===== config.mk =====
export PLATFORM = sky130hd
export DESIGN_NAME = smm_top
export DESIGN_NICKNAME = d
export VERILOG_FILES = /design/src/smm_pkg.sv /design/src/smm_mode_decode.sv /design/src/smm_top.sv
export VERILOG_INCLUDE_DIRS = /design/src
export SDC_FILE = /design/constraint.sdc
export NUM_CORES = 1
export LEC_CHECK = 0
export BUFFER_PORTS_ARGS = -buffer_cell sky130_fd_sc_hd__buf_2
export CAP_MARGIN = 10
export CORE_MARGIN = 10
export CORE_UTILIZATION = 50
export CTS_CLUSTER_DIAMETER = 150
export DETAILED_ROUTE_END_ITERATION = 16
export GPL_TIMING_DRIVEN = 1
export PLACE_DENSITY = 0.75
export SLEW_MARGIN = 20
export SYNTH_ARGS = -nofsm -noshare
export SYNTH_HDL_FRONTEND = slang
export SYNTH_SLANG_ARGS = --single-unit

===== constraint.sdc =====
create_clock -name clk -period 6.4 [get_ports clk]
set_clock_uncertainty 0.15 [all_clocks]
set_input_delay 0 -clock clk [delete_from_list [all_inputs] [get_ports clk]]
set_output_delay 0 -clock clk [all_outputs]
set_load 0.02 [all_outputs]

===== src/smm_defines.svh =====
// Constants of the per-socket mode register bank: addresses, fields, codes.
// Assumes byte addressing on a 24-bit AXI4-Lite bus with 32-bit data.
`ifndef SMM_DEFINES_SVH
`define SMM_DEFINES_SVH

`define SMM_NUM_SOCK      8
`define SMM_SOCK_BASE     24'hfe4000
`define SMM_SOCK_SHIFT    8
`define SMM_HIT_LSB       11
`define SMM_OFF_MODE      8'h00
`define SMM_OFF_CMD       8'h04
`define SMM_OFF_STAT      8'h08

`define SMM_MODE_RST      8'h00
`define SMM_MODE_WMASK    8'haf
`define SMM_BIT_MULTI     7
`define SMM_BIT_ACKSEL    5
`define SMM_PROTO_MSB     3

`define SMM_PROTO_CLOSED  4'h0
`define SMM_PROTO_TCP     4'h1
`define SMM_PROTO_UDP     4'h2
`define SMM_PROTO_IPRAW   4'h3
`define SMM_PROTO_MACRAW  4'h4
`define SMM_PROTO_PPPOE   4'h5

`define SMM_CMD_OPEN      8'h01
`define SMM_CMD_LISTEN    8'h02
`define SMM_CMD_CONNECT   8'h04
`define SMM_CMD_CLOSE     8'h10

`define SMM_ST_CLOSED     8'h00
`define SMM_ST_INIT       8'h01
`define SMM_ST_LISTEN     8'h02
`define SMM_ST_SYNSENT    8'h03
`define SMM_ST_UDP        8'h04
`define SMM_ST_IPRAW      8'h05
`define SMM_ST_MACRAW     8'h06
`define SMM_ST_PPPOE      8'h07

`define SMM_RESP_OKAY     2'b00
`define SMM_RESP_SLVERR   2'b10

`endif


===== src/smm_pkg.sv =====
// Types and the shared address decoder of the socket mode bank.
// Assumes smm_defines.svh is on the include path.
package smm_pkg;
	`include "smm_defines.svh"

	// Which register of a socket an address hits
	typedef enum logic [1:0] {
		smm_reg_mode,
		smm_reg_cmd,
		smm_reg_stat,
		smm_reg_none
	} smm_reg_t;

	// Result of decoding one bus address
	typedef struct packed {
		logic     hit;
		logic [2:0] sock;
		smm_reg_t kind;
	} smm_dec_t;

	// Split an address into socket and register, flag unmapped ones
	function automatic smm_dec_t smm_decode(input logic [23:0] addr);
		smm_dec_t    r;
		logic [23:0] base;
		base   = `SMM_SOCK_BASE;
		r.sock = addr[`SMM_SOCK_SHIFT+2:`SMM_SOCK_SHIFT];
		unique case (addr[7:0])
			`SMM_OFF_MODE: r.kind = smm_reg_mode;
			`SMM_OFF_CMD:  r.kind = smm_reg_cmd;
			`SMM_OFF_STAT: r.kind = smm_reg_stat;
			default:       r.kind = smm_reg_none;
		endcase
		r.hit = (addr[23:`SMM_HIT_LSB] == base[23:`SMM_HIT_LSB]) && (r.kind != smm_reg_none);
		return r;
	endfunction
endpackage


===== src/smm_mode_decode.sv =====
// Combinational meaning of one socket's mode byte.
// Assumes the mode byte already has its reserved bits cleared.
`timescale 1ns/1ps
`include "smm_defines.svh"
module smm_mode_decode
	import smm_pkg::*;
(
	input  wire logic [7:0] mode,        // Stored mode byte
	input  wire logic       sock_zero,   // This is socket zero
	output logic            is_tcp,      // TCP selected
	output logic            is_udp,      // UDP selected
	output logic            is_mac_raw,  // MAC raw, honoured
	output logic            is_pppoe,    // PPPoE, honoured
	output logic            mcast_on,    // Multicast in force
	output logic            no_dly_ack,  // Immediate ACK in force
	output logic            igmp_v1,     // IGMP version 1 in force
	output logic [7:0]      open_stat    // Status an open would give
);
	logic [3:0] proto;  // Protocol field

	// Protocol field and the options it qualifies
	always_comb begin
		proto      = mode[`SMM_PROTO_MSB:0];
		is_tcp     = (proto == `SMM_PROTO_TCP);
		is_udp     = (proto == `SMM_PROTO_UDP);
		// MAC raw and PPPoE on other sockets behave as closed, never half-open
		is_mac_raw = (proto == `SMM_PROTO_MACRAW) && sock_zero;
		is_pppoe   = (proto == `SMM_PROTO_PPPOE) && sock_zero;
		mcast_on   = mode[`SMM_BIT_MULTI] && is_udp;
		no_dly_ack = mode[`SMM_BIT_ACKSEL] && is_tcp;
		igmp_v1    = mode[`SMM_BIT_ACKSEL] && mcast_on;
		// Status reached by an open command
		if (is_tcp) begin
			open_stat = `SMM_ST_INIT;
		end else if (is_udp) begin
			open_stat = `SMM_ST_UDP;
		end else if (proto == `SMM_PROTO_IPRAW) begin
			open_stat = `SMM_ST_IPRAW;
		end else if (is_mac_raw) begin
			open_stat = `SMM_ST_MACRAW;
		end else if (is_pppoe) begin
			open_stat = `SMM_ST_PPPOE;
		end else begin
			open_stat = `SMM_ST_CLOSED;
		end
	end
endmodule


===== src/smm_top.sv =====
// Per-socket mode, command and status registers behind an AXI4-Lite slave.
// Assumes one clock, synchronous active-high reset, one write and one read in flight.
//
// Register access over AXI4-Lite was left to the implementer.
`timescale 1ns/1ps
`include "smm_defines.svh"
module smm_top
	import smm_pkg::*;
(
	input  wire logic        clk,                 // System clock
	input  wire logic        rst,                 // Synchronous reset
	input  wire logic [23:0] s_axi_awaddr,        // Write address
	input  wire logic [2:0]  s_axi_awprot,        // Unused protection
	input  wire logic        s_axi_awvalid,       // Write address valid
	output logic             s_axi_awready,       // Write address ready
	input  wire logic [31:0] s_axi_wdata,         // Write data
	input  wire logic [3:0]  s_axi_wstrb,         // Byte enables
	input  wire logic        s_axi_wvalid,        // Write data valid
	output logic             s_axi_wready,        // Write data ready
	output logic [1:0]       s_axi_bresp,         // Write response
	output logic             s_axi_bvalid,        // Write response valid
	input  wire logic        s_axi_bready,        // Write response ready
	input  wire logic [23:0] s_axi_araddr,        // Read address
	input  wire logic [2:0]  s_axi_arprot,        // Unused protection
	input  wire logic        s_axi_arvalid,       // Read address valid
	output logic             s_axi_arready,       // Read address ready
	output logic [31:0]      s_axi_rdata,         // Read data
	output logic [1:0]       s_axi_rresp,         // Read response
	output logic             s_axi_rvalid,        // Read data valid
	input  wire logic        s_axi_rready,        // Read data ready
	output logic [7:0]       sock_tcp_q,          // Socket runs TCP
	output logic [7:0]       sock_udp_q,          // Socket runs UDP
	output logic [7:0]       sock_mac_raw_q,      // Socket runs MAC raw
	output logic [7:0]       sock_pppoe_q,        // Socket runs PPPoE
	output logic [7:0]       sock_mcast_q,        // Multicast in force
	output logic [7:0]       sock_no_dly_ack_q,   // Immediate ACK in force
	output logic [7:0]       sock_igmp_v1_q,      // IGMP v1 instead of v2
	output logic [7:0]       listen_go_q,         // Pulse: start listening
	output logic [7:0]       connect_go_q         // Pulse: start connecting
);
	import smm_pkg::*;

	localparam int NS = `SMM_NUM_SOCK;

	logic [7:0]  mode_q [NS];     // Mode registers
	logic [7:0]  mode_d [NS];
	logic [7:0]  stat_q [NS];     // Status registers
	logic [7:0]  stat_d [NS];
	logic        aw_full_q;       // Write address held
	logic        aw_full_d;
	logic [23:0] awaddr_q;        // Held write address
	logic [23:0] awaddr_d;
	logic        w_full_q;        // Write data held
	logic        w_full_d;
	logic [7:0]  wbyte_q;         // Held low data byte
	logic [7:0]  wbyte_d;
	logic        wlane_q;         // Held lane-0 enable
	logic        wlane_d;
	logic        awready_d;
	logic        wready_d;
	logic        bvalid_d;
	logic [1:0]  bresp_d;
	logic        arready_d;
	logic        rvalid_d;
	logic [1:0]  rresp_d;
	logic [31:0] rdata_d;
	logic [7:0]  listen_d;
	logic [7:0]  connect_d;
	logic        wr_fire;         // Write carried out this cycle
	smm_dec_t    wr_dec;          // Decoded held write address
	smm_dec_t    rd_dec;          // Decoded incoming read address

	// Per-socket meaning of the mode bytes
	logic [7:0]  dec_tcp, dec_udp, dec_mac, dec_ppp, dec_mc, dec_nda, dec_v1;
	logic [7:0]  open_stat [NS];

	assign wr_dec = smm_decode(awaddr_q);
	assign rd_dec = smm_decode(s_axi_araddr);

	// One decoder per socket; socket zero alone may use MAC raw and PPPoE
	for (genvar i = 0; i < NS; i++) begin : g_dec
		smm_mode_decode u_dec (
			.mode       (mode_q[i]),
			.sock_zero  (i == 0),
			.is_tcp     (dec_tcp[i]),
			.is_udp     (dec_udp[i]),
			.is_mac_raw (dec_mac[i]),
			.is_pppoe   (dec_ppp[i]),
			.mcast_on   (dec_mc[i]),
			.no_dly_ack (dec_nda[i]),
			.igmp_v1    (dec_v1[i]),
			.open_stat  (open_stat[i])
		);
	end

	// Write path: address and data in either order, then one response
	always_comb begin
		aw_full_d = aw_full_q;
		awaddr_d  = awaddr_q;
		w_full_d  = w_full_q;
		wbyte_d   = wbyte_q;
		wlane_d   = wlane_q;
		bvalid_d  = s_axi_bvalid;
		bresp_d   = s_axi_bresp;
		mode_d    = mode_q;
		stat_d    = stat_q;
		listen_d  = '0;
		connect_d = '0;
		wr_fire   = 1'b0;
		// Response taken
		if (s_axi_bvalid && s_axi_bready) begin
			bvalid_d = 1'b0;
		end
		// Address channel
		if (s_axi_awvalid && s_axi_awready) begin
			aw_full_d = 1'b1;
			awaddr_d  = s_axi_awaddr;
		end
		// Data channel; only the low byte matters
		if (s_axi_wvalid && s_axi_wready) begin
			w_full_d = 1'b1;
			wbyte_d  = s_axi_wdata[7:0];
			wlane_d  = s_axi_wstrb[0];
		end
		// Both halves held: act and answer
		if (aw_full_q && w_full_q && !s_axi_bvalid) begin
			wr_fire   = 1'b1;
			aw_full_d = 1'b0;
			w_full_d  = 1'b0;
			bvalid_d  = 1'b1;
			bresp_d   = wr_dec.hit ? `SMM_RESP_OKAY : `SMM_RESP_SLVERR;
			if (wr_dec.hit && wlane_q) begin
				unique case (wr_dec.kind)
					smm_reg_mode: begin
						// Reserved bits never stored
						mode_d[wr_dec.sock] = wbyte_q & `SMM_MODE_WMASK;
					end
					smm_reg_cmd: begin
						unique case (wbyte_q)
							`SMM_CMD_OPEN: begin
								stat_d[wr_dec.sock] = open_stat[wr_dec.sock];
							end
							`SMM_CMD_LISTEN: begin
								// Only a freshly opened TCP socket may listen
								if (dec_tcp[wr_dec.sock] && stat_q[wr_dec.sock] == `SMM_ST_INIT) begin
									stat_d[wr_dec.sock]   = `SMM_ST_LISTEN;
									listen_d[wr_dec.sock] = 1'b1;
								end
							end
							`SMM_CMD_CONNECT: begin
								if (dec_tcp[wr_dec.sock] && stat_q[wr_dec.sock] == `SMM_ST_INIT) begin
									stat_d[wr_dec.sock]    = `SMM_ST_SYNSENT;
									connect_d[wr_dec.sock] = 1'b1;
								end
							end
							`SMM_CMD_CLOSE: begin
								stat_d[wr_dec.sock] = `SMM_ST_CLOSED;
							end
							default: begin
								// Unknown commands are dropped
							end
						endcase
					end
					default: begin
						// Status is read-only; write answered but ignored
					end
				endcase
			end
		end
		// Ready from next state, so it comes straight from a flop
		awready_d = !aw_full_d && !bvalid_d;
		wready_d  = !w_full_d && !bvalid_d;
	end

	// Read path: one read at a time, data one cycle after the address
	always_comb begin
		rvalid_d = s_axi_rvalid;
		rresp_d  = s_axi_rresp;
		rdata_d  = s_axi_rdata;
		if (s_axi_rvalid && s_axi_rready) begin
			rvalid_d = 1'b0;
		end
		if (s_axi_arvalid && s_axi_arready) begin
			rvalid_d = 1'b1;
			rresp_d  = rd_dec.hit ? `SMM_RESP_OKAY : `SMM_RESP_SLVERR;
			rdata_d  = '0;
			if (rd_dec.hit) begin
				unique case (rd_dec.kind)
					smm_reg_mode: rdata_d = {24'h000000, mode_q[rd_dec.sock]};
					smm_reg_stat: rdata_d = {24'h000000, stat_q[rd_dec.sock]};
					default:      rdata_d = '0; // Command reads as cleared
				endcase
			end
		end
		arready_d = !rvalid_d;
	end

	// Register everything; reset leaves every socket closed
	always_ff @(posedge clk) begin
		if (rst) begin
			for (int i = 0; i < NS; i++) begin
				mode_q[i] <= `SMM_MODE_RST;
				stat_q[i] <= `SMM_ST_CLOSED;
			end
			aw_full_q         <= 1'b0;
			awaddr_q          <= '0;
			w_full_q          <= 1'b0;
			wbyte_q           <= '0;
			wlane_q           <= 1'b0;
			s_axi_awready     <= 1'b0;
			s_axi_wready      <= 1'b0;
			s_axi_bvalid      <= 1'b0;
			s_axi_bresp       <= `SMM_RESP_OKAY;
			s_axi_arready     <= 1'b0;
			s_axi_rvalid      <= 1'b0;
			s_axi_rresp       <= `SMM_RESP_OKAY;
			s_axi_rdata       <= '0;
			sock_tcp_q        <= '0;
			sock_udp_q        <= '0;
			sock_mac_raw_q    <= '0;
			sock_pppoe_q      <= '0;
			sock_mcast_q      <= '0;
			sock_no_dly_ack_q <= '0;
			sock_igmp_v1_q    <= '0;
			listen_go_q       <= '0;
			connect_go_q      <= '0;
		end else begin
			mode_q            <= mode_d;
			stat_q            <= stat_d;
			aw_full_q         <= aw_full_d;
			awaddr_q          <= awaddr_d;
			w_full_q          <= w_full_d;
			wbyte_q           <= wbyte_d;
			wlane_q           <= wlane_d;
			s_axi_awready     <= awready_d;
			s_axi_wready      <= wready_d;
			s_axi_bvalid      <= bvalid_d;
			s_axi_bresp       <= bresp_d;
			s_axi_arready     <= arready_d;
			s_axi_rvalid      <= rvalid_d;
			s_axi_rresp       <= rresp_d;
			s_axi_rdata       <= rdata_d;
			sock_tcp_q        <= dec_tcp;
			sock_udp_q        <= dec_udp;
			sock_mac_raw_q    <= dec_mac;
			sock_pppoe_q      <= dec_ppp;
			sock_mcast_q      <= dec_mc;
			sock_no_dly_ack_q <= dec_nda;
			sock_igmp_v1_q    <= dec_v1;
			listen_go_q       <= listen_d;
			connect_go_q      <= connect_d;
		end
	end
endmodule

# After elaboration in Yosys (flattened, before gate mapping)
# Cells that the tools add are included.
[word_totals]
ff_bits = 276
in_bits = 97
output_inout_bits = 113
word_cells = 220
[op_classes]
order_cmp = 5
n_eq_ne = 43
n_mux = 64
n_bitwise = 15
n_reduce_logical = 53
[op_table]
columns = ["operator", "count"]
rows = [
  ["$pmux 64 s4", 1],
  ["$mux 8", 29],
  ["$bwmux 64", 2],
  ["$mux 64", 2],
  ["$bmux 8 s3", 4],
  ["$and 64x64->64", 1],
  ["$eq 4x2->1 const B", 16],
  ["$not 64->64", 1],
  ["$and 56x56->56", 1],
  ["$not 56->56", 1],
  ["$and 48x48->48", 1],
  ["$not 48->48", 1],
  ["$logic_and 1x1->1", 39],
  ["$eq 4x1->1 const B", 8],
  ["$eq 13x13->1 const B", 2],
  ["$demux 8 s3", 1],
  ["$eq 8x3->1 const B", 3],
  ["$mux 3", 8],
  ["$eq 8x1->1 const B", 2],
  ["$eq 8x4->1 const B", 2],
  ["$logic_not 8->1", 2],
  ["$or 16x16->16", 1],
  ["$pmux 8 s2", 1],
  ["$pmux 2 s3", 2],
  ["23 further kinds", 49],
]

# Depth between registers and ports, before layout
# Gate-level depths: netlist of run 1.
[depth]
depth_word = 11
depth_mapped = 11
ltp_nobuf = 7

# Cells and area by module
# Synthesis of run 1 repeated with hierarchy kept, for this count alone.
[hier_totals]
hier_cells = 1255
hier_area_um2 = 11643.7
[by_module_without_submodules]
columns = ["module", "n_inst", "cells_each", "area_each_um2", "seq_area_each_um2"]
rows = [
  ["smm_top", 1, 1095, 10392.5, 4684.5],
  ["smm_mode_decode", 8, 20, 156.4, 0.0],
]

# Worst setup path before layout of run 1
# OpenSTA, ideal clock, no wires.
[synth_timing]
path_kind = "reg2reg"
from = "register awaddr_q[9]"
to = "register stat_q[51] (netlist name)"
setup_ns = 0.115
arrival_time_ns = 2.170
t_required_ns = 6.135
path_slack_ns = 3.965
stages_incl_launch_ff = 10
n_path_buf = 2
period_less_slack_ns = 2.435
path_cell_list = "dfxtp_1 -> buf_4 -> nand2_1 -> or4_1 -> a41oi_2 -> nand4_2 -> o41ai_4 -> buf_6 -> a21oi_2 -> and2_1"
[synth_via]
elab_chain_cells = 9
word_cells_on_any_way = 29
classes_between = "2 x order compare; 3 x eq/ne; 14 x mux; 7 x bitwise; 3 x reduce/logical"
[synth_lines]
columns = ["element", "line", "text"]
rows = [
  ["start, declared", "smm_top.sv:51", "logic [23:0] awaddr_q;"],
  ["start signal, assigned", "smm_top.sv:231", "awaddr_q <= awaddr_d;"],
  ["$not 3->4", "smm_top.sv:141, smm_top.sv:145, smm_top.sv:151", ""],
  ["$ge 4x4->1 or $lt 4x1->1 (tied branches)", "smm_top.sv:141", "stat_d[wr_dec.sock] = open_stat[wr_dec.sock];"],
  ["$logic_and 1x1->1", "smm_top.sv:141", ""],
  ["$mux 8", "smm_top.sv:141", ""],
  ["$demux 8 s3", "smm_top.sv:141", ""],
  ["$not 48->48 (no source line) or $not 56->56 (tied branches)", "-", ""],
  ["$and 48x48->48 (no source line) or $and 56x56->56 (tied branches)", "-", ""],
  ["$mux 64, on equally long branches", "smm_top.sv:151, smm_top.sv:145", ""],
  ["$pmux 64 s4", "smm_top.sv:139", "unique case (wbyte_q)"],
  ["end signal, assigned by index", "smm_top.sv:203", "stat_q[i] <= `SMM_ST_CLOSED;"],
  ["end signal, assigned", "smm_top.sv:229", "stat_q <= stat_d;"],
  ["end, declared", "smm_top.sv:47", "logic [7:0] stat_q [NS];"],
]
# Several ways; a longest one is shown, not always the timed one. The select of a mux whose other input is x is not followed.
# A chain may end at the register's enable or synchronous reset.

# Final worst setup path of run 1
[layout_timing]
from = "register awaddr_q[10]"
to = "register stat_q[7] (netlist name)"
# Same word-level chain as after synthesis.

==> out/results.ini, run 1 <==
[routing]
dr.pass1.iters=6
wire_per_inst_um=18.2
via_per_inst=5.55
antenna_left=0
dr_total_vias=7921
wirelength_met1_mm=9.75
drtIter0Drc=699
drt_wl_total_mm=26.0
route.top_layer_used=met4
drc=0
wl_met2_mm=12.9
dr_wl_met3_mm=2.39

[sta]
fin_tns_setup_ps=0
worst_pin_slew_ps=1030
min_period_over_period=0.577
hold_slack_ps=134
hold_viol=0
fin_crit_ps=3690
rsz0062_at_grt=false
relSlewSlack=0.314
setup-violations-final=0
fmax_ghz=0.271
maxSlewViolCount=0

[cts]
clock_latency_ps=500
cts.sinks=220
h-tree-depth=1
cts-resized-gates=0
clockRootBuffer=clkbuf_16
path_clk_slew_ps=60
cts_buffer_depth=3
tritoncts=done
cts_made_buffers=23

[grt]
grt_max_degree=101
grt_util_all_layers=0.206
grt_pass1_wl_mm=41.3
antenna_found_initial=0
grt_overflow=0
grt_pass1_vias=7947

[place]
dpl.hpwl_mm=17.7
gp_congestion=0.972
io_buffers=136

[layout]
nets=1279
diodes=0
drive_above_1_share=0.191
postLayoutCoreUtil=0.628
area_delta_synth_final_pct=23.5

[job]
drv_cap=0

[synth]
synthSimpleGateAreaFrac=0.249
synth_xor_area_frac=0.00287
synth_compound_area_frac=0.106
synthArstFlopShare=0
synth_top_cell_by_area=dfxtp_1
ys_ff_latch=220
synth_edf_count=0
synth_area_leaders=dfxtp_1 48%, nand2_1 8.5%, mux4_2 8.4%
yosys.area_share.adder=0
syn_inst=998
synth-main-ff-cell=dfxtp_1
netlist.area_leader.share=0.480
syn_area_um2=9170
synth_common_cells=220 x dfxtp_1, 207 x nand2_1, 105 x a21oi_1
yosysWarnings=0
yosysMostFrequentCell=dfxtp_1
synthMuxAreaShare=0.0977
yosysSeqAreaShare=0.480
synth_cell_types=60
synth_top_family_by_area=simple AND/OR/NAND/NOR gates
syn_area_per_cell_um2=9.18

[critical_path]
required_ps=6650
critical-path-top-delay-family=compound AO/OA/AOI/OAI gates
path_buf_inv=1
worstPathMaxFanout=20
crit_type=flop to flop
critPathLaunchType=flop
cp_cell_sequence=buf_4 -> and3b_1 -> a22oi_1 -> nand4_1 -> nand3_1 -> o41ai_4 -> a21oi_1 -> and2_1
cpMaxStageDelayCell=o41ai_4
critPathCaptureType=flop
cp.arrival_ps=3940
slowest_delay_ps=930

[power]
ir_drop_v=0.000222
power_leakage_nw=4.48
p_int_mw=2.30
finalPower_mw=2.98
clkPwrFrac=0.462
power.density_nw_per_um2=263
power_frac_seq=0.471
p_sw_uw=679
p_comb_frac=0.068
switching_share=0.228

[floorplan]
start_util=0.509
die_h_um=155
core_um2=18000
pin_count=210
die_area_um2=24100
rows=49
dieWidth_um=155

[min_path]
hold_path.class=input port to flop

[status]
status=finished clean

==> per-layer routing <==
layer  vias up  track usage
li1       3758            -
met1      3669        0.242
met2       409        0.356
met3        85       0.0482
met4         0       0.0816
met5         -            0
==> worst min-delay path, delay by kind of cell <==
family / cells / cell delay, ps
and+or+nand+nor: 1 / 40
buffers and inverters: 2 / 630
AOI/OAI and AO/OA: 1 / 50
==> registers in the layout (all words and copies together) (netlist names), 8 cells and up <==
| register | count |
|---|---|
| wbyte_q | 8 |
| listen_go_q | 8 |
| sock_no_dly_ack_q | 8 |
| sock_mcast_q | 8 |
| stat_q | 64 |
| sock_udp_q | 8 |
| awaddr_q | 24 |
| sock_tcp_q | 8 |
| sock_igmp_v1_q | 8 |
| s_axi_rdata | 8 |
| mode_q | 48 |
| connect_go_q | 8 |
==> repair_timing <==
action | CTS | global route
endpoints found under the hold margin | 72 | 0
buffers inserted | 0 | 0
hold buffers | 77 | 0
==> cells in the final DEF, fill, tap and decap left out, types with 11 or more instances in the layout <==
| cell type | instances |
|---|---|
| nand2_1 | 207 |
| mux4_2 | 34 |
| and2_1 | 58 |
| dfxtp_1 | 220 |
| a21oi_1 | 105 |
| nor2_1 | 62 |
| buf_2 | 135 |
| nand2b_1 | 13 |
| nor3_1 | 29 |
| conb_1 | 40 |
| clkbuf_16 | 23 |
| o21ai_0 | 11 |
| nand3_1 | 11 |
| dlygate4sd3_1 | 77 |
| nor4_1 | 13 |
| mux2i_1 | 13 |
==> metrics by stage <==
| step | instance area (µm²) | cells | worst slack, ps |
|---|---|---|---|
| after floorplan | 9310 | 1037 | 3960 |
| after global placement | 9750 | 1309 | 2820 |
| after detailed placement | 9750 | 1309 | 2780 |
| after CTS | 11300 | 1426 | 2790 |
| after global routing | 11300 | 1426 | 2470 |
| final | 11300 | 1426 | 2710 |
==> final cells by class <==
class	count	area (µm²)
inverter	4	15.0
clock inverter	12	149
clock buffer	28	644
fill	1444	6710
sequential	220	4400
multi-input combinational	714	4320
timing repair buffer	219	1500
tap	229	287
==> power by group through the flow <==
| stage | sequential (mW) | combinational (mW) | clock, mW |
|---|---|---|---|
| CTS | 1.40 | 0.195 | 1.39 |
| floorplan | 1.42 | 0.141 | 0 |
| detailed placement | 1.43 | 0.162 | 0 |
| finish | 1.40 | 0.201 | 1.38 |
| global placement | 1.43 | 0.159 | 0 |
| global route | 1.40 | 0.219 | 1.45 |
==> cell families after synthesis <==
logic type             Yosys count
AO/OA/AOI/OAI                  161
XOR/XNOR                         3
buffers and inverters          103
flip-flops                     220
multiplexers                    47
other                            1
AND/OR/NAND/NOR                463
==> path summary, 6_finish.rpt <==
check	start	endpoint	slack (ps)	cells after the start
min reg2reg	awaddr_q[14]	awaddr_q[14]	310	2
max	awaddr_q[10]	stat_q[7]	2710	8
min	s_axi_awaddr[14]	awaddr_q[14]	130	4
max reg2reg	awaddr_q[10]	stat_q[7]	2710	8
(Power assumes the default switching activity.)
==> run 2: changes to the inputs <==
==> constraint.sdc (replaced) <==
create_clock -name clk -period 3.43 [get_ports clk]
set_clock_uncertainty 0.15 [all_clocks]
set_input_delay 0 -clock clk [delete_from_list [all_inputs] [get_ports clk]]
set_output_delay 0 -clock clk [all_outputs]
set_load 0.02 [all_outputs]
==> out/results.ini, run 2 (synthesized netlist as in run 1, its figures left out) <==
[status]
status=finished clean

[critical_path]
cpMaxStageDelayCell=dfxtp_1
r2r-end=stat_q[45]
cp.arrival_ps=3240  ; -700 ps
cp_common_cell=buf_4
slowest_delay_ps=610  ; -320 ps
critPathCaptureType=flop
critPathLaunchType=flop
r2r_slack_ps=440  ; -2270 ps
cp_cell_sequence=buf_4 -> nand2_1 -> or4_1 -> a41oi_2 -> nand4_2 -> o41ai_4 -> buf_4 -> a21oi_1 -> and2_1
rr_worst_depth=9  ; +1
r2r-start=awaddr_q[9]
crit_type=flop to flop
required_ps=3680  ; -2970 ps
worstPathMaxFanout=10  ; -50%

[min_path]
hold_path.class=input port to flop
holdPathEnd=awaddr_q[17]
worstHoldStart=s_axi_awaddr[17]
whs_path_depth=4  ; unchanged

[routing]
drt_wl_total_mm=27.2  ; +4.6%
antenna_left=0  ; unchanged
drc=0  ; unchanged
via_per_inst=5.65  ; +1.7%
dr.pass1.iters=5  ; -1
drtIter0Drc=754  ; +7.9%
dr_total_vias=8237  ; +4.0%
wire_per_inst_um=18.7  ; +2.3%

[cts]
cts.sinks=220  ; unchanged
h-tree-depth=1  ; unchanged
cts_buffer_depth=3  ; unchanged
path_clk_slew_ps=60  ; about the same
tritoncts=done
cts_setup_buffers=0  ; unchanged
clockRootBuffer=clkbuf_16
clock_latency_ps=510  ; about the same
cts_made_buffers=22  ; -4.3%

[place]
dpl.hpwl_mm=18.4  ; +4.1%
gp_congestion=0.988  ; +1.6%
io_buffers=136  ; unchanged
post-place-ws_ps=492  ; -2290 ps

[floorplan]
start_util=0.509  ; unchanged
die_area_um2=24100  ; unchanged
rows=49  ; unchanged
pin_count=210  ; unchanged
die_h_um=155  ; unchanged
core_um2=18000  ; unchanged
dieWidth_um=155  ; unchanged

[job]
drv_cap=0  ; unchanged

[layout]
nets=1311  ; +2.5%
mostFrequentLayoutCells=220 x dfxtp_1, 207 x nand2_1, 135 x buf_2
multi_input_area_um2=4320  ; unchanged
regMostFlops=stat_q
largest_reg_flops=64  ; unchanged
layout_commonest_cell=dfxtp_1
seq_area_um2=4400  ; unchanged
reg_top3=stat_q: 64 flops, mode_q: 48 flops, awaddr_q: 24 flops
n_fill_cell=1435  ; -0.62%
drive_above_1_share=0.207  ; +0.0155
area_delta_synth_final_pct=26.7

[grt]
grt_util_all_layers=0.218  ; +0.0114
antenna_found_initial=1  ; +1
grt_pass1_wl_mm=43.7  ; +5.8%
grt_overflow=0  ; unchanged
grt_max_degree=69  ; -32%
grt_pass1_vias=8407  ; +5.8%

[sta]
hold_viol=0  ; unchanged
fin_tns_setup_ps=0  ; unchanged
min_period_over_period=0.872  ; +0.295
fmax_ghz=0.334  ; +23%
fin_crit_ps=2990  ; -700 ps
worst_slack_ps=439  ; -2270 ps
maxSlewViolCount=0  ; unchanged
setup-violations-final=0  ; unchanged
worst_pin_slew_ps=917  ; -112 ps
relSlewSlack=0.388  ; +0.0748
rsz0062_at_grt=false

[power]
power_leakage_nw=4.67  ; +4.3%
clkPwrFrac=0.473  ; +0.011
p_comb_frac=0.071  ; +0.003
p_int_mw=4.46  ; +94%
power_frac_seq=0.456  ; -0.015
p_sw_mw=1.26  ; +86%
finalPower_mw=5.73  ; +92%
ir_drop_v=0.000470  ; +110%
switching_share=0.221  ; -0.00739
power.density_nw_per_um2=493  ; +87%

-- run 2: cell count changes in the layout (fill, tap and decap cells not counted), sizes merged --
cell	change
buf	+30
clkinvlp	-4
bufinv	+3
dlygate4sd3	+3
clkinv	-1
diode	+1
-- run 2: worst max-delay path, delay by kind of cell (launching register included) --
kind | cells | cell delay [ps]
buffers and inverters | 2 | 480
and+or+nand+nor | 4 | 900
DFF | 1 | 610
AOI/OAI and AO/OA | 3 | 740
-- run 2: metrics by stage --
step	instances	area [µm²]	util	hold WS (ps)
after floorplan	1037	9310	-	-14.0
after CTS	1457	11600	0.644	130
after global routing	1458	11600	0.644	165
after global placement	1339	9990	0.554	92.8
final	1458	11600	0.644	145
after detailed placement	1339	9990	0.554	98.4
-- run 2: power by group through the flow --
stage | clock network, mW | logic (mW) | registers, mW
2_1_floorplan | 0 | 0.264 | 2.66
3_3_place_gp | 0 | 0.324 | 2.66
3_5_place_dp | 0 | 0.329 | 2.67
4_1_cts | 2.73 | 0.393 | 2.61
5_1_grt | 2.82 | 0.442 | 2.61
6_report | 2.71 | 0.408 | 2.61
-- run 2: how the worst max path moves through the flow --
stage                 from          to  cells after the start
2_1_floorplan  awaddr_q[9]  stat_q[51]                      9
6_report       awaddr_q[9]  stat_q[45]                      9
4_1_cts        awaddr_q[9]  stat_q[45]                      9
5_1_grt        awaddr_q[9]  stat_q[45]                      9
3_5_place_dp   awaddr_q[9]  stat_q[45]                      9
3_3_place_gp   awaddr_q[9]   stat_q[4]                      9
-- run 2: final cells by class --
| cell class | count | area share |
|---|---|---|
| inverter | 4 | 0.00129 |
| antenna | 1 | 0.000215 |
| sequential | 220 | 0.379 |
| timing repair buffer | 252 | 0.152 |
| clock buffer | 28 | 0.0529 |
| tap | 229 | 0.0247 |
| multi-input combinational | 714 | 0.372 |
| clock inverter | 10 | 0.0176 |
-- run 2: repair_timing --
action | in CTS | in global routing
hold buffers | 80 | 0
endpoints found under the hold margin | 76 | 0
gates resized for setup | 0 | 0
-- run 2: routing by layer --
layer / vias to the layer above / routed length (µm) / track usage
met1: 3859 / 10500 / 0.261
met3: 112 / 2330 / 0.0460
met2: 436 / 13300 / 0.368
li1: 3830 / - / -
met4: 0 / 1100 / 0.0958
met5: - / 0 / 0
==> run 3: changes to the inputs <==
--- a/config.mk
+++ b/config.mk
@@ -10,10 +10,10 @@
 export CAP_MARGIN = 10
 export CORE_MARGIN = 10
 export CORE_UTILIZATION = 50
-export CTS_CLUSTER_DIAMETER = 150
+export CTS_CLUSTER_DIAMETER = 60
 export DETAILED_ROUTE_END_ITERATION = 16
 export GPL_TIMING_DRIVEN = 1
-export PLACE_DENSITY = 0.75
+export PLACE_DENSITY = 0.74
 export SLEW_MARGIN = 20
 export SYNTH_ARGS = -nofsm -noshare
 export SYNTH_HDL_FRONTEND = slang
==> out/results.ini, run 3 (synthesized netlist as in run 1, its figures left out) <==
[cts]
postCtsHoldBufs=89  ; +11%
cts.sinks=220  ; unchanged
clock_latency_ps=520  ; about the same
cts_setup_buffers=0  ; unchanged
h-tree-depth=1  ; unchanged
clockRootBuffer=clkbuf_16
cts_buffer_depth=3  ; unchanged
cts-resized-gates=0  ; unchanged
cts_made_buffers=23  ; +4.5%
tritoncts=done
path_clk_slew_ps=70  ; about the same

[critical_path]
critPathLaunchType=flop
worstPathMaxFanout=7  ; -3
cp.arrival_ps=3590  ; +350 ps
required_ps=3720  ; +40 ps
crit_type=flop to flop
slowest_delay_ps=600  ; about the same
cpMaxStageDelayCell=dlygate4sd3_1
critPathCaptureType=flop
cp_common_cell=dlygate4sd3_1
critical-path-top-delay-family=buffers and inverters
cp_cell_sequence=nand4_1 -> nor4_1 -> dlygate4sd3_1 -> buf_4 -> nand2_1 -> dlygate4sd3_1 -> a2bb2oi_1 -> dlygate4sd3_1 -> nor2_1
path_buf_inv=4  ; +2

[floorplan]
pin_count=210  ; unchanged
die_area_um2=24100  ; unchanged
dieWidth_um=155  ; unchanged
core_um2=18000  ; unchanged
die_h_um=155  ; unchanged
start_util=0.509  ; unchanged
rows=49  ; unchanged

[routing]
antenna_left=0  ; unchanged
dr_total_vias=8182  ; -0.67%
via_per_inst=5.58  ; -1.3%
drt_wl_total_mm=27.4  ; +0.89%
drtIter0Drc=708  ; -6.1%
drc=0  ; unchanged
wire_per_inst_um=18.7  ; +0.27%
dr.pass1.iters=8  ; +3

[power]
p_int_mw=4.18  ; -6.4%
clkPwrFrac=0.452  ; -0.021
ir_drop_v=0.000481  ; +2.4%
power_frac_seq=0.474  ; +0.018
power.density_nw_per_um2=475  ; -3.7%
p_comb_frac=0.074  ; +0.003
switching_share=0.243  ; +0.0221
power_leakage_nw=4.69  ; +0.49%
p_sw_mw=1.34  ; +6.0%

[grt]
grt_util_all_layers=0.217  ; -0.00105
grt_max_degree=79  ; +14%
antenna_found_initial=0  ; -1
grt_overflow=0  ; unchanged
grt_pass1_vias=7959  ; -5.3%
grt_pass1_wl_mm=42.9  ; -1.8%

[sta]
maxSlewViolCount=0  ; unchanged
fin_tns_setup_ps=0  ; unchanged
hold_viol=0  ; unchanged
rsz0062_at_grt=false
fin_crit_ps=3300  ; +305 ps
relSlewSlack=0.396  ; +0.00755
setup-violations-final=0  ; unchanged
worst_pin_slew_ps=906  ; -11.3 ps
fmax_ghz=0.303  ; -9.3%
min_period_over_period=0.961  ; +0.0889

[layout]
drive_above_1_share=0.208  ; +0.00156
fin_area_um2=11600  ; +0.11%
diodes=0  ; -1
layout_commonest_cell=dfxtp_1
final_cells=1467  ; +0.62%
nets=1318  ; +0.53%
largest_reg_flops=64  ; unchanged
area_delta_synth_final_pct=26.8
regMostFlops=stat_q
n_fill_cell=1458  ; +1.6%
reg_top3=stat_q: 64 flops, mode_q: 48 flops, awaddr_q: 24 flops
mostFrequentLayoutCells=220 x dfxtp_1, 207 x nand2_1, 135 x buf_2

[place]
dpl.cell_count=1336  ; -0.22%
gp_congestion=0.981  ; -0.74%
placed_cell_area_um2=9970  ; -0.23%
dpl.hpwl_mm=18.2  ; -1.0%
io_buffers=136  ; unchanged

[job]
drv_cap=0  ; unchanged

[status]
status=finished clean

[min_path]
hold_path.class=input port to flop

==> run 3: cell types whose count changed in the layout (fill, tap and decap cells not counted), sizes merged <==
| cell | before | now |
|---|---|---|
| diode | 1 | 0 |
| clkinv | 4 | 6 |
| clkinvlp | 0 | 3 |
| inv | 4 | 8 |
| dlygate4sd3 | 80 | 89 |
| bufinv | 6 | 1 |
| buf | 172 | 169 |
==> run 3: cell type report <==
type / count / area [µm²] / area share
Multi-Input combinational cell: 714 / 4320 / 0.372
Timing Repair Buffer: 258 / 1830 / 0.158
Sequential cell: 220 / 4400 / 0.379
Tap cell: 229 / 287 / 0.0246
Clock buffer: 28 / 644 / 0.0554
Inverter: 4 / 15.0 / 0.00129
Clock inverter: 14 / 121 / 0.0104
==> run 3: metal layers <==
layer	global-route usage	vias to the layer above	share of wire
li1	-	3842	-
met1	0.258	3886	0.38
met2	0.373	379	0.50
met3	0.0496	75	0.088
met4	0.0780	0	0.033
met5	0	-	0
==> run 3: per-stage QoR <==
step,power [mW],utilization,hold slack [ps],setup WS (ps)
floorplan,2.92,-,-14.0,995
global placement,2.98,0.553,92.5,493
detailed placement,2.99,0.553,96.7,438
CTS,5.52,0.645,144,383
global route,5.67,0.645,291,0.0575
finish,5.52,0.645,184,134
==> run 3: final timing paths <==
path,from,to,slack [ps],cells past startpoint
setup / recovery,s_axi_arready,s_axi_rdata[6],130,9
hold / removal,s_axi_awvalid,aw_full_q,180,4
setup reg to reg,s_axi_arready,s_axi_rdata[6],130,9
hold reg to reg,w_full_q,s_axi_wready,320,1
==> run 3: power by group through the flow <==
stage	logic [mW]	clock network (mW)	registers (mW)
4_1_cts	0.387	2.52	2.61
5_1_grt	0.437	2.61	2.62
6_report	0.407	2.50	2.62
3_3_place_gp	0.314	0	2.67
2_1_floorplan	0.264	0	2.66
3_5_place_dp	0.316	0	2.67
==> run 3: worst register-to-register path, delay by kind of cell, from the launching register on <==
kind / cells / cell delay [ps]
flip-flops: 1 / 370
AND/OR/NAND/NOR: 4 / 690
AO/OA/AOI/OAI: 1 / 130
buffers and inverters: 4 / 1880
